## src/ats_cfg.svh

```systemverilog
// Purpose: constants for the acquisition trigger sequencer
// Assumes: 10 MHz clk, plain register port with 8-bit word addresses
// Notes:   offsets are word addresses on the register port
`ifndef ATS_CFG_SVH
`define ATS_CFG_SVH

// ****************************************
// Register offsets
// ****************************************
`define ATS_REG_CTRL     8'h00
`define ATS_REG_CMD      8'h01
`define ATS_REG_STATUS   8'h02
`define ATS_REG_PRE      8'h03
`define ATS_REG_POST     8'h04
`define ATS_REG_SCANDIV  8'h05
`define ATS_REG_CONVDIV  8'h06
`define ATS_REG_DELAY    8'h07
`define ATS_REG_NCHAN    8'h08
`define ATS_REG_MODE_LO  8'h09
`define ATS_REG_MODE_HI  8'h0a
`define ATS_REG_COUNT    8'h0b

// ****************************************
// Control fields
// ****************************************
`define ATS_CTL_SRC_LSB   0
`define ATS_CTL_SRC_MSB   4
`define ATS_CTL_FALL      5
`define ATS_CTL_KIND_LSB  6
`define ATS_CTL_KIND_MSB  7
`define ATS_CTL_CONT      8
`define ATS_CTL_PRETRIG   9
`define ATS_CTL_PIN_OUT   10
`define ATS_CTL_REF_FALL  11
`define ATS_CTL_REF_LSB   12
`define ATS_CTL_REF_MSB   16
`define ATS_CTL_REF_EN    17
`define ATS_CTL_EXT_SCAN  18

// Trigger kinds
`define ATS_KIND_NONE     2'h0
`define ATS_KIND_DIGITAL  2'h1
`define ATS_KIND_ANALOG   2'h2
`define ATS_KIND_SOFT     2'h3

// Command bits
`define ATS_CMD_START     0
`define ATS_CMD_STOP      1
`define ATS_CMD_CLR_DONE  2

// Status bits
`define ATS_ST_RUN        0
`define ATS_ST_DONE       1
`define ATS_ST_ARMED      2
`define ATS_ST_PRE        3

// ****************************************
// Reset values and sizes
// ****************************************
`define ATS_DELAY_RST     16'h0002
`define ATS_DIV_RST       16'h0001
`define ATS_DIFFERENTIAL_INPUT_MODE_OFFSET   4'h8
`define ATS_NUM_PFI       10
`define ATS_NUM_BTL       7
`define ATS_NUM_INT       4
`define ATS_PULSE_NS      100
`define ATS_CLK_NS        100
`define ATS_PULSE_CYC     ((`ATS_PULSE_NS + `ATS_CLK_NS - 1) / `ATS_CLK_NS)

`endif

```

## src/ats_pkg.sv

```systemverilog
// Purpose: types for the acquisition trigger sequencer
// Assumes: ats_cfg.svh provides the constants
// Notes:   modes are two bits per multiplexer input
package ats_pkg;

	typedef enum logic [1:0] {
		ATS_IN_OFF,
		ATS_IN_DIFFERENTIAL_INPUT_MODE,
		ATS_IN_GROUNDED,
		ATS_IN_SENSED
	} ats_inmode_t;

	typedef enum logic [2:0] {
		ATS_IDLE,
		ATS_WAIT_TRIG,
		ATS_DELAY,
		ATS_PRE,
		ATS_ARMED,
		ATS_POST,
		ATS_CONT
	} ats_state_t;

	typedef struct packed {
		logic convert;
		logic [3:0] chan;
		logic pos_sel_valid;
		logic neg_to_sense;
		logic neg_to_ground;
		logic neg_to_mux;
		logic [3:0] neg_chan;
	} ats_mux_t;

endpackage : ats_pkg

```

## src/ats_sequencer.sv

```systemverilog
// Purpose: start/reference trigger selection, scan and conversion pacing,
//          sample counter sequencing and input-mode multiplexer control
// Assumes: trigger lines are asynchronous; one clock; 16 mux inputs
// Notes:   register port reads back one cycle after the read strobe
`include "ats_cfg.svh"
`timescale 1ns/1ps
`default_nettype none

module ats_sequencer
	import ats_pkg::*;
#(
	parameter int CW = 16
) (
	// Clock and reset
	input  wire logic                      clk,
	input  wire logic                      rst_n,
	// Register port
	input  wire logic [7:0]                reg_addr,
	input  wire logic [31:0]               reg_wdata,
	input  wire logic                      reg_wr,
	input  wire logic                      reg_rd,
	output var  logic [31:0]               reg_rdata,
	// Trigger sources
	input  wire logic [`ATS_NUM_PFI-1:0]   programmable_function_line,
	input  wire logic [`ATS_NUM_BTL-1:0]   backplane_trigger_line,
	input  wire logic [`ATS_NUM_INT-1:0]   internal_trigger,
	input  wire logic                      analog_compare_event,
	input  wire logic                      ext_scan_clock,
	// Start trigger pin, enable low while driving
	output var  logic                      start_trigger_pin_o,
	output var  logic                      start_trigger_pin_oe_n,
	// Timing outputs
	output var  logic                      scan_clock,
	output var  logic                      conversion_clock,
	output var  logic                      acq_running,
	// Input multiplexer
	output var  ats_mux_t                  mux_ctl
);

	// ****************************************
	// State
	// ****************************************
	typedef struct packed {
		logic [31:0] ctrl;
		logic [CW-1:0] pre_cnt;
		logic [CW-1:0] post_cnt;
		logic [15:0] scan_div;
		logic [15:0] conv_div;
		logic [15:0] delay;
		logic [3:0] nchan;
		logic [31:0] modes;
		ats_state_t st;
		logic [CW-1:0] count;
		logic [15:0] tick;
		logic [15:0] ctick;
		logic [3:0] chan;
		logic conv_busy;
		logic conv_lead;
		logic done;
		logic run;
		logic [`ATS_NUM_PFI+`ATS_NUM_BTL+`ATS_NUM_INT+3:0] s1;
		logic [`ATS_NUM_PFI+`ATS_NUM_BTL+`ATS_NUM_INT+3:0] s2;
		logic strg_d;
		logic rtrg_d;
		logic ana_d;
		logic escan_d;
		logic pin_o;
		logic pin_oe_n;
		logic scan;
		logic conv;
		logic [31:0] rdata;
		ats_mux_t mux;
	} ats_reg_t;

	ats_reg_t r_r, r_nxt;

	localparam int SW = `ATS_NUM_PFI + `ATS_NUM_BTL + `ATS_NUM_INT;

	function automatic logic pick(input logic [SW-1:0] v, input logic [4:0] s);
		pick = (s < 5'(SW)) ? v[s] : 1'b0;
	endfunction : pick

	function automatic ats_inmode_t mode_of(input logic [31:0] m,
		input logic [3:0] c);
		mode_of = ats_inmode_t'(m[{c, 1'b0} +: 2]);
	endfunction : mode_of

	logic [SW-1:0] lines;
	logic start_lvl, ref_lvl;
	logic start_edge, ref_edge, ana_rise, escan_rise;
	logic scan_pulse, go;
	ats_inmode_t cm, pm;
	logic [3:0] pchan;

	always_comb begin
		r_nxt = r_r;
		// Only the second synchroniser stage feeds logic
		lines = r_r.s2[SW-1:0];
		start_lvl = pick(lines, r_r.ctrl[`ATS_CTL_SRC_MSB:`ATS_CTL_SRC_LSB]);
		ref_lvl = pick(lines, r_r.ctrl[`ATS_CTL_REF_MSB:`ATS_CTL_REF_LSB]);
		start_edge = r_r.ctrl[`ATS_CTL_FALL] ? (r_r.strg_d & ~start_lvl)
			: (~r_r.strg_d & start_lvl);
		ref_edge = r_r.ctrl[`ATS_CTL_REF_FALL] ? (r_r.rtrg_d & ~ref_lvl)
			: (~r_r.rtrg_d & ref_lvl);
		ana_rise = r_r.s2[SW] & ~r_r.ana_d;
		escan_rise = r_r.s2[SW+1] & ~r_r.escan_d;
		r_nxt.s1 = {2'h0, ext_scan_clock, analog_compare_event,
			internal_trigger, backplane_trigger_line,
			programmable_function_line};
		r_nxt.s2 = r_r.s1;
		r_nxt.strg_d = start_lvl;
		r_nxt.rtrg_d = ref_lvl;
		r_nxt.ana_d = r_r.s2[SW];
		r_nxt.escan_d = r_r.s2[SW+1];
		r_nxt.rdata = 32'h0;
		r_nxt.scan = 1'b0;
		r_nxt.conv = 1'b0;
		r_nxt.pin_o = 1'b0;
		go = 1'b0;
		scan_pulse = 1'b0;

		// ****************************************
		// Register port
		// ****************************************
		// Status and count are read-only: their writes fall to the default
		if (reg_wr) begin
			unique case (reg_addr)
				`ATS_REG_CTRL:    r_nxt.ctrl = reg_wdata;
				`ATS_REG_PRE:     r_nxt.pre_cnt = reg_wdata[CW-1:0];
				`ATS_REG_POST:    r_nxt.post_cnt = reg_wdata[CW-1:0];
				`ATS_REG_SCANDIV: r_nxt.scan_div = reg_wdata[15:0];
				`ATS_REG_CONVDIV: r_nxt.conv_div = reg_wdata[15:0];
				`ATS_REG_DELAY:   r_nxt.delay = reg_wdata[15:0];
				`ATS_REG_NCHAN:   r_nxt.nchan = reg_wdata[3:0];
				`ATS_REG_MODE_LO: r_nxt.modes[15:0] = reg_wdata[15:0];
				`ATS_REG_MODE_HI: r_nxt.modes[31:16] = reg_wdata[15:0];
				default: ;
			endcase
		end
		if (reg_rd) begin
			unique case (reg_addr)
				`ATS_REG_CTRL:    r_nxt.rdata = r_r.ctrl;
				`ATS_REG_STATUS:  r_nxt.rdata = {28'h0,
					r_r.st == ATS_PRE, r_r.st == ATS_ARMED, r_r.done,
					r_r.st != ATS_IDLE};
				`ATS_REG_PRE:     r_nxt.rdata = 32'(r_r.pre_cnt);
				`ATS_REG_POST:    r_nxt.rdata = 32'(r_r.post_cnt);
				`ATS_REG_SCANDIV: r_nxt.rdata = {16'h0, r_r.scan_div};
				`ATS_REG_CONVDIV: r_nxt.rdata = {16'h0, r_r.conv_div};
				`ATS_REG_DELAY:   r_nxt.rdata = {16'h0, r_r.delay};
				`ATS_REG_NCHAN:   r_nxt.rdata = {28'h0, r_r.nchan};
				`ATS_REG_MODE_LO: r_nxt.rdata = {16'h0, r_r.modes[15:0]};
				`ATS_REG_MODE_HI: r_nxt.rdata = {16'h0, r_r.modes[31:16]};
				`ATS_REG_COUNT:   r_nxt.rdata = 32'(r_r.count);
				default:          r_nxt.rdata = 32'h0;
			endcase
		end
		// Input mode by default; output only when software asks
		r_nxt.pin_oe_n = ~r_nxt.ctrl[`ATS_CTL_PIN_OUT];

		// ****************************************
		// Scan clock source
		// ****************************************
		if (r_r.st inside {ATS_PRE, ATS_ARMED, ATS_POST, ATS_CONT}) begin
			if (r_r.ctrl[`ATS_CTL_EXT_SCAN]) begin
				// Synchroniser adds two cycles of lag to external edges
				scan_pulse = escan_rise;
			end else if (r_r.tick <= 16'h1) begin
				scan_pulse = 1'b1;
				r_nxt.tick = r_r.scan_div;
			end else begin
				r_nxt.tick = r_r.tick - 16'h1;
			end
		end
		r_nxt.scan = scan_pulse;

		// ****************************************
		// Sequencer
		// ****************************************
		unique case (r_r.st)
			// Start commands outside idle are ignored
			ATS_IDLE: begin
				if (reg_wr && reg_addr == `ATS_REG_CMD
						&& reg_wdata[`ATS_CMD_START]) begin
					r_nxt.done = 1'b0;
					unique case (r_r.ctrl[`ATS_CTL_KIND_MSB:`ATS_CTL_KIND_LSB])
						`ATS_KIND_DIGITAL, `ATS_KIND_ANALOG:
							r_nxt.st = ATS_WAIT_TRIG;
						default: go = 1'b1;
					endcase
				end
			end
			ATS_WAIT_TRIG: begin
				if (r_r.ctrl[`ATS_CTL_KIND_MSB:`ATS_CTL_KIND_LSB]
						== `ATS_KIND_ANALOG)
					go = ana_rise;
				else
					go = start_edge;
			end
			ATS_DELAY: begin
				if (r_r.tick <= 16'h1) begin
					r_nxt.tick = 16'h0;
					r_nxt.st = r_r.ctrl[`ATS_CTL_CONT] ? ATS_CONT
						: r_r.ctrl[`ATS_CTL_PRETRIG] ? ATS_PRE : ATS_POST;
				end else begin
					r_nxt.tick = r_r.tick - 16'h1;
				end
			end
			ATS_PRE: begin
				if (scan_pulse) begin
					if (r_r.count <= CW'(1)) begin
						r_nxt.count = r_r.post_cnt;
						r_nxt.st = ATS_ARMED;
					end else begin
						r_nxt.count = r_r.count - CW'(1);
					end
				end
			end
			ATS_ARMED: begin
				// Buffer keeps sampling while waiting for the reference
				if (ref_edge || !r_r.ctrl[`ATS_CTL_REF_EN])
					r_nxt.st = ATS_POST;
			end
			ATS_POST: begin
				if (scan_pulse) begin
					r_nxt.count = r_r.count - CW'(1);
					if (r_r.count <= CW'(1)) begin
						r_nxt.st = ATS_IDLE;
						r_nxt.done = 1'b1;
					end
				end
			end
			ATS_CONT: ;
		endcase
		if (go) begin
			r_nxt.st = ATS_DELAY;
			// External pacing skips the delay: its own edges time the samples
			r_nxt.tick = r_r.ctrl[`ATS_CTL_EXT_SCAN] ? 16'h1 : r_r.delay;
			r_nxt.count = r_r.ctrl[`ATS_CTL_PRETRIG] ? r_r.pre_cnt
				: r_r.post_cnt;
			// Pin shows the start trigger from any source
			r_nxt.pin_o = 1'b1;
		end
		if (reg_wr && reg_addr == `ATS_REG_CMD) begin
			if (reg_wdata[`ATS_CMD_STOP])
				r_nxt.st = ATS_IDLE;
			// Completion in the same cycle wins over the clear
			if (reg_wdata[`ATS_CMD_CLR_DONE] && !(r_nxt.done && !r_r.done))
				r_nxt.done = 1'b0;
		end
		// Running flag is a register so the pin has no decode glitches
		r_nxt.run = (r_nxt.st != ATS_IDLE);

		// ****************************************
		// Conversion clock within a sample
		// ****************************************
		// A new scan restarts the list: too slow a conversion clock cuts it
		if (scan_pulse && r_r.st != ATS_DELAY) begin
			r_nxt.conv_busy = 1'b1;
			r_nxt.conv_lead = 1'b1;
			r_nxt.chan = 4'h0;
			r_nxt.ctick = 16'h0;
		end else if (r_r.conv_busy) begin
			if (r_r.ctick > 16'h1) begin
				r_nxt.ctick = r_r.ctick - 16'h1;
			end else if (!r_r.conv_lead && r_r.chan >= r_r.nchan) begin
				// Last channel converted; wait for the next scan
				r_nxt.conv_busy = 1'b0;
			end else begin
				r_nxt.conv = 1'b1;
				r_nxt.conv_lead = 1'b0;
				r_nxt.ctick = r_r.conv_div;
				// Channel advances on every conversion but the first
				if (!r_r.conv_lead)
					r_nxt.chan = r_r.chan + 4'h1;
			end
		end

		// ****************************************
		// Input multiplexer
		// ****************************************
		pchan = r_nxt.chan;
		cm = mode_of(r_r.modes, pchan);
		pm = mode_of(r_r.modes, pchan ^ `ATS_DIFFERENTIAL_INPUT_MODE_OFFSET);
		r_nxt.mux.convert = r_nxt.conv;
		r_nxt.mux.chan = pchan;
		// Upper input of a differential pair cannot also be a channel
		r_nxt.mux.pos_sel_valid = (cm != ATS_IN_OFF)
			&& !(pchan[3] && pm == ATS_IN_DIFFERENTIAL_INPUT_MODE)
			&& !(cm == ATS_IN_DIFFERENTIAL_INPUT_MODE && pchan[3]);
		r_nxt.mux.neg_to_mux = (cm == ATS_IN_DIFFERENTIAL_INPUT_MODE) && !pchan[3];
		r_nxt.mux.neg_chan = 4'(pchan + `ATS_DIFFERENTIAL_INPUT_MODE_OFFSET);
		r_nxt.mux.neg_to_sense = (cm == ATS_IN_SENSED);
		r_nxt.mux.neg_to_ground = (cm == ATS_IN_GROUNDED);
	end

	always_ff @(posedge clk or negedge rst_n) begin
		if (!rst_n) begin
			r_r <= '0;
			// Dividers and delay leave reset at their working defaults
			r_r.scan_div <= `ATS_DIV_RST;
			r_r.conv_div <= `ATS_DIV_RST;
			r_r.delay <= `ATS_DELAY_RST;
			r_r.pin_oe_n <= 1'b1;
		end else begin
			r_r <= r_nxt;
		end
	end

	assign reg_rdata = r_r.rdata;
	assign start_trigger_pin_o = r_r.pin_o;
	assign start_trigger_pin_oe_n = r_r.pin_oe_n;
	assign scan_clock = r_r.scan;
	assign conversion_clock = r_r.conv;
	assign acq_running = r_r.run;
	assign mux_ctl = r_r.mux;

endmodule : ats_sequencer
`default_nettype wire

```

## config.mk

```make
export PLATFORM = sky130hd
export DESIGN_NAME = ats_sequencer
export DESIGN_NICKNAME = d
export VERILOG_FILES = /design/src/ats_pkg.sv /design/src/ats_sequencer.sv
export VERILOG_INCLUDE_DIRS = /design/src
export SDC_FILE = /design/constraint.sdc
export NUM_CORES = 1
export LEC_CHECK = 0
export BUFFER_PORTS_ARGS = -buffer_cell sky130_fd_sc_hd__buf_2
export CORE_MARGIN = 5
export CORE_UTILIZATION = 40
export DETAILED_ROUTE_END_ITERATION = 6
export PLACE_DENSITY = 0.57
export SYNTH_ARGS = -nofsm -noshare
export SYNTH_HDL_FRONTEND = slang
export SYNTH_SLANG_ARGS = --single-unit
```

## constraint.sdc

```tcl
create_clock -name clk -period 4.9 [get_ports clk]
set_input_delay 0.98 -clock clk [delete_from_list [all_inputs] [get_ports clk]]
set_output_delay 0.98 -clock clk [all_outputs]
set_load 0.005 [all_outputs]
```

==> impl_metrics.tcl <==
set metrics [dict create \
    status "finished clean" \
    numClockSinks 298 \
    wire_per_inst_um 23.57 \
    finalSetupTns_ns 0 \
    nFillCells 3348 \
    core_area_um2 35740 \
    io_pins 117 \
    cts_setup_buffers 0 \
    synth_top_area_share 0.5055 \
    ys_seq_area_frac 0.5127 \
    stdcell_count 1857 \
    antenna_found_initial 1 \
    syn_inst 1312 \
    cts-hold-fix-buffers 0 \
    post-place-ws_ns 1.011 \
    worstMarginPinSlew_ns 1.080 \
    grt_start_max_net_pins 95 \
    max_freq_mhz 252.2 \
    synth_seq_cells 298 \
    io_buffers 116 \
    vias 11020 \
    insertion_delay_ns 0.56 \
    first_iter_violations 1096 \
    setup_violations 0 \
    cp_max_fo 14 \
    drt_first_pass_iters 6 \
    power_density_nw_per_um2 369.7 \
    cp.required_ns 5.33 \
    async_reset_ff_frac 1.000 \
    grt-ovfl-total 0 \
    ys.flop_type "dfrtp_1" \
    wl_met3_um 3327 \
    synth_common_cells "dfrtp_1 (294), mux2_2 (158), nor2_1 (91)" \
    relSlewSlack 0.2783 \
    slew_viol_final 0 \
    layout-drive-gt1-share 0.2808 \
    die_w_um 200.8 \
    synth.area.top_cells "dfrtp_1 (51%), mux2_2 (12%), nor2_1 (2.3%), buf_4 (2.3%), a21oi_1 (2.0%)" \
    r2r_start "mux_ctl[0]" \
    final_net_count 1448 \
    dp.cells 1792 \
    diodes 0 \
    clk_pin_slew_ns 0.06 \
    grt_pass1_wl_um 67480 \
    setup_ws_ns 0.9347 \
    rsz0062_at_grt "no" \
    viasPerCell 5.934 \
    cap_violations 0 \
    cts_resized 0 \
    start_util 0.4072 \
    grt_pass1_vias 10980 \
    drtAntennaViolNets 0 \
    fin_skew_ns 0.03176 \
    arrival_ns 4.40 \
    synth_edf_count 0 \
    yosys_warnings 0 \
    synth_fp_nets 1391 \
    critical_path.startpoint "mux_ctl[0]" \
    yosys.area.top_type "dfrtp_1" \
    drc 0 \
    route.layer.met1.wl_um 19140 \
    routed_wl_um 43770 \
    syn_avg_cell_area_um2 11.09 \
    tritoncts "built" \
    rows 69 \
    netlist-cell-type-count 66 \
    holdCritPathClass "reg2reg" \
    cts_buffer_depth 3 \
    end_kind "flop" \
    crit_end "mux_ctl[6]" \
    cts_buffers 36 \
    fin_crit_sh 0.8093 \
    ir_drop_v 0.0003302 \
    top_layer_used "met5" \
    met2_length_um 19880 \
    gp_congestion 0.8656 \
    crit_path_start_kind "flop" \
    hold_viol 0 \
    root_buffer "clkbuf_16" \
    htreeDepth 2 \
    worst-r2r-cell-count 11 \
    p_leak_nw 7.576 \
    fp.dieH_um 200.8 \
    rrSetupSlack_ns 0.93 \
    synth.most_common_cell "dfrtp_1" \
    dieArea_um2 40300 \
    worst_r2r_endpoint "mux_ctl[6]" \
    path_class "reg2reg" \
    synth_area_um2 14550 \
    syn_to_final_growth_pct 14.04 \
    grtUsageTotal 0.2140 \
    dpl.hpwl_um 31090 \
    period_minus_slack_ns 3.965 \
    fin_util 0.4644 \
]
[per-layer routing]
metal | global-route usage | vias up
met5 | 0 | -
met4 | 0.07965 | 2
met3 | 0.05057 | 88
met2 | 0.3268 | 421
met1 | 0.2985 | 5575
li1 | - | 4934
[report_power, final]
part / switching (W) / internal (W) / total (W)
clock network: 0.00112 / 0.00175 / 0.00287
registers: 0.000160 / 0.00260 / 0.00276
logic: 0.000261 / 0.000248 / 0.000509
total: 0.00154 / 0.00460 / 0.00614
[placed cells by master (no fill, tap or decap), types with 36 or more instances in the layout]
cell type	n
clkbuf_16	36
buf_2	115
nor2_1	90
dfrtp_1	294
a21oi_1	57
mux2_2	158
o21ai_0	57
inv_1	36
nand2_1	71
[worst min-delay path by stage]
stage                    from   endpoint  slack, ns  cells after the start
floorplan           r_nxt[53]   lines[0]       0.33                      0
global route        r_nxt[63]  lines[10]       0.36                      0
detailed placement  r_nxt[69]  lines[16]       0.33                      0
global placement    r_nxt[74]  r_nxt[50]       0.33                      0
CTS                 r_nxt[59]   lines[6]       0.35                      0
finish              r_nxt[69]  lines[16]       0.35                      0
[layout make-up]
class / instances / area [µm²] / share of cell area
Timing Repair Buffer: 142 / 810.8 / 0.04885
Sequential cell: 298 / 7462 / 0.4496
Clock buffer: 45 / 974.7 / 0.05873
Multi-Input combinational cell: 855 / 6337 / 0.3818
Clock inverter: 20 / 300.3 / 0.01809
Inverter: 36 / 135.1 / 0.008142
Tap cell: 461 / 576.8 / 0.03475
[state kept, by name, indices dropped and copies added (netlist names)]
| signal | flops |
|---|---|
| r_nxt | 25 |
| scan_clock | 1 |
| mux_ctl | 10 |
| acq_running | 1 |
| start_trigger_pin_oe_n | 1 |
| lines | 21 |
| start_trigger_pin_o | 1 |
| reg_rdata | 32 |
| r_r | 206 |
[per-stage QoR]
| stage | hold slack, ns | total power, W | instance area [µm²] |
|---|---|---|---|
| after floorplan | 0.3312 | 0.003080 | 14550 |
| after global placement | 0.3340 | 0.003294 | 15320 |
| after detailed placement | 0.3347 | 0.003310 | 15320 |
| after CTS | 0.3462 | 0.006198 | 16600 |
| after global routing | 0.3553 | 0.006378 | 16600 |
| final | 0.3462 | 0.006136 | 16600 |
[cells by family (layout without fill, tap and decap cells)]
group	after synthesis	in the layout	share of synthesized area
xor gates and xnor gates	28	28	0.01685
and+or+nand+nor	324	324	0.1099
buffers and inverters	159	243	0.05270
AOI/OAI and AO/OA	301	301	0.1455
adders and majority gates	12	12	0.01032
DFF	298	298	0.5127
muxes	190	190	0.1520
[worst max-delay path, cell delays in order, from the launching register on]
cell       delay (ns)
dfrtp_1          0.61
inv_1            0.20
ha_1             0.32
nand2b_1         0.14
a2111o_1         0.51
a2111oi_4        0.61
xnor2_1          0.28
a2111oi_0        0.53
a311oi_1         0.12
o21ai_2          0.23
o22ai_1          0.12
and2_1           0.17
Note: power is estimated with default switching activity, not from simulation.
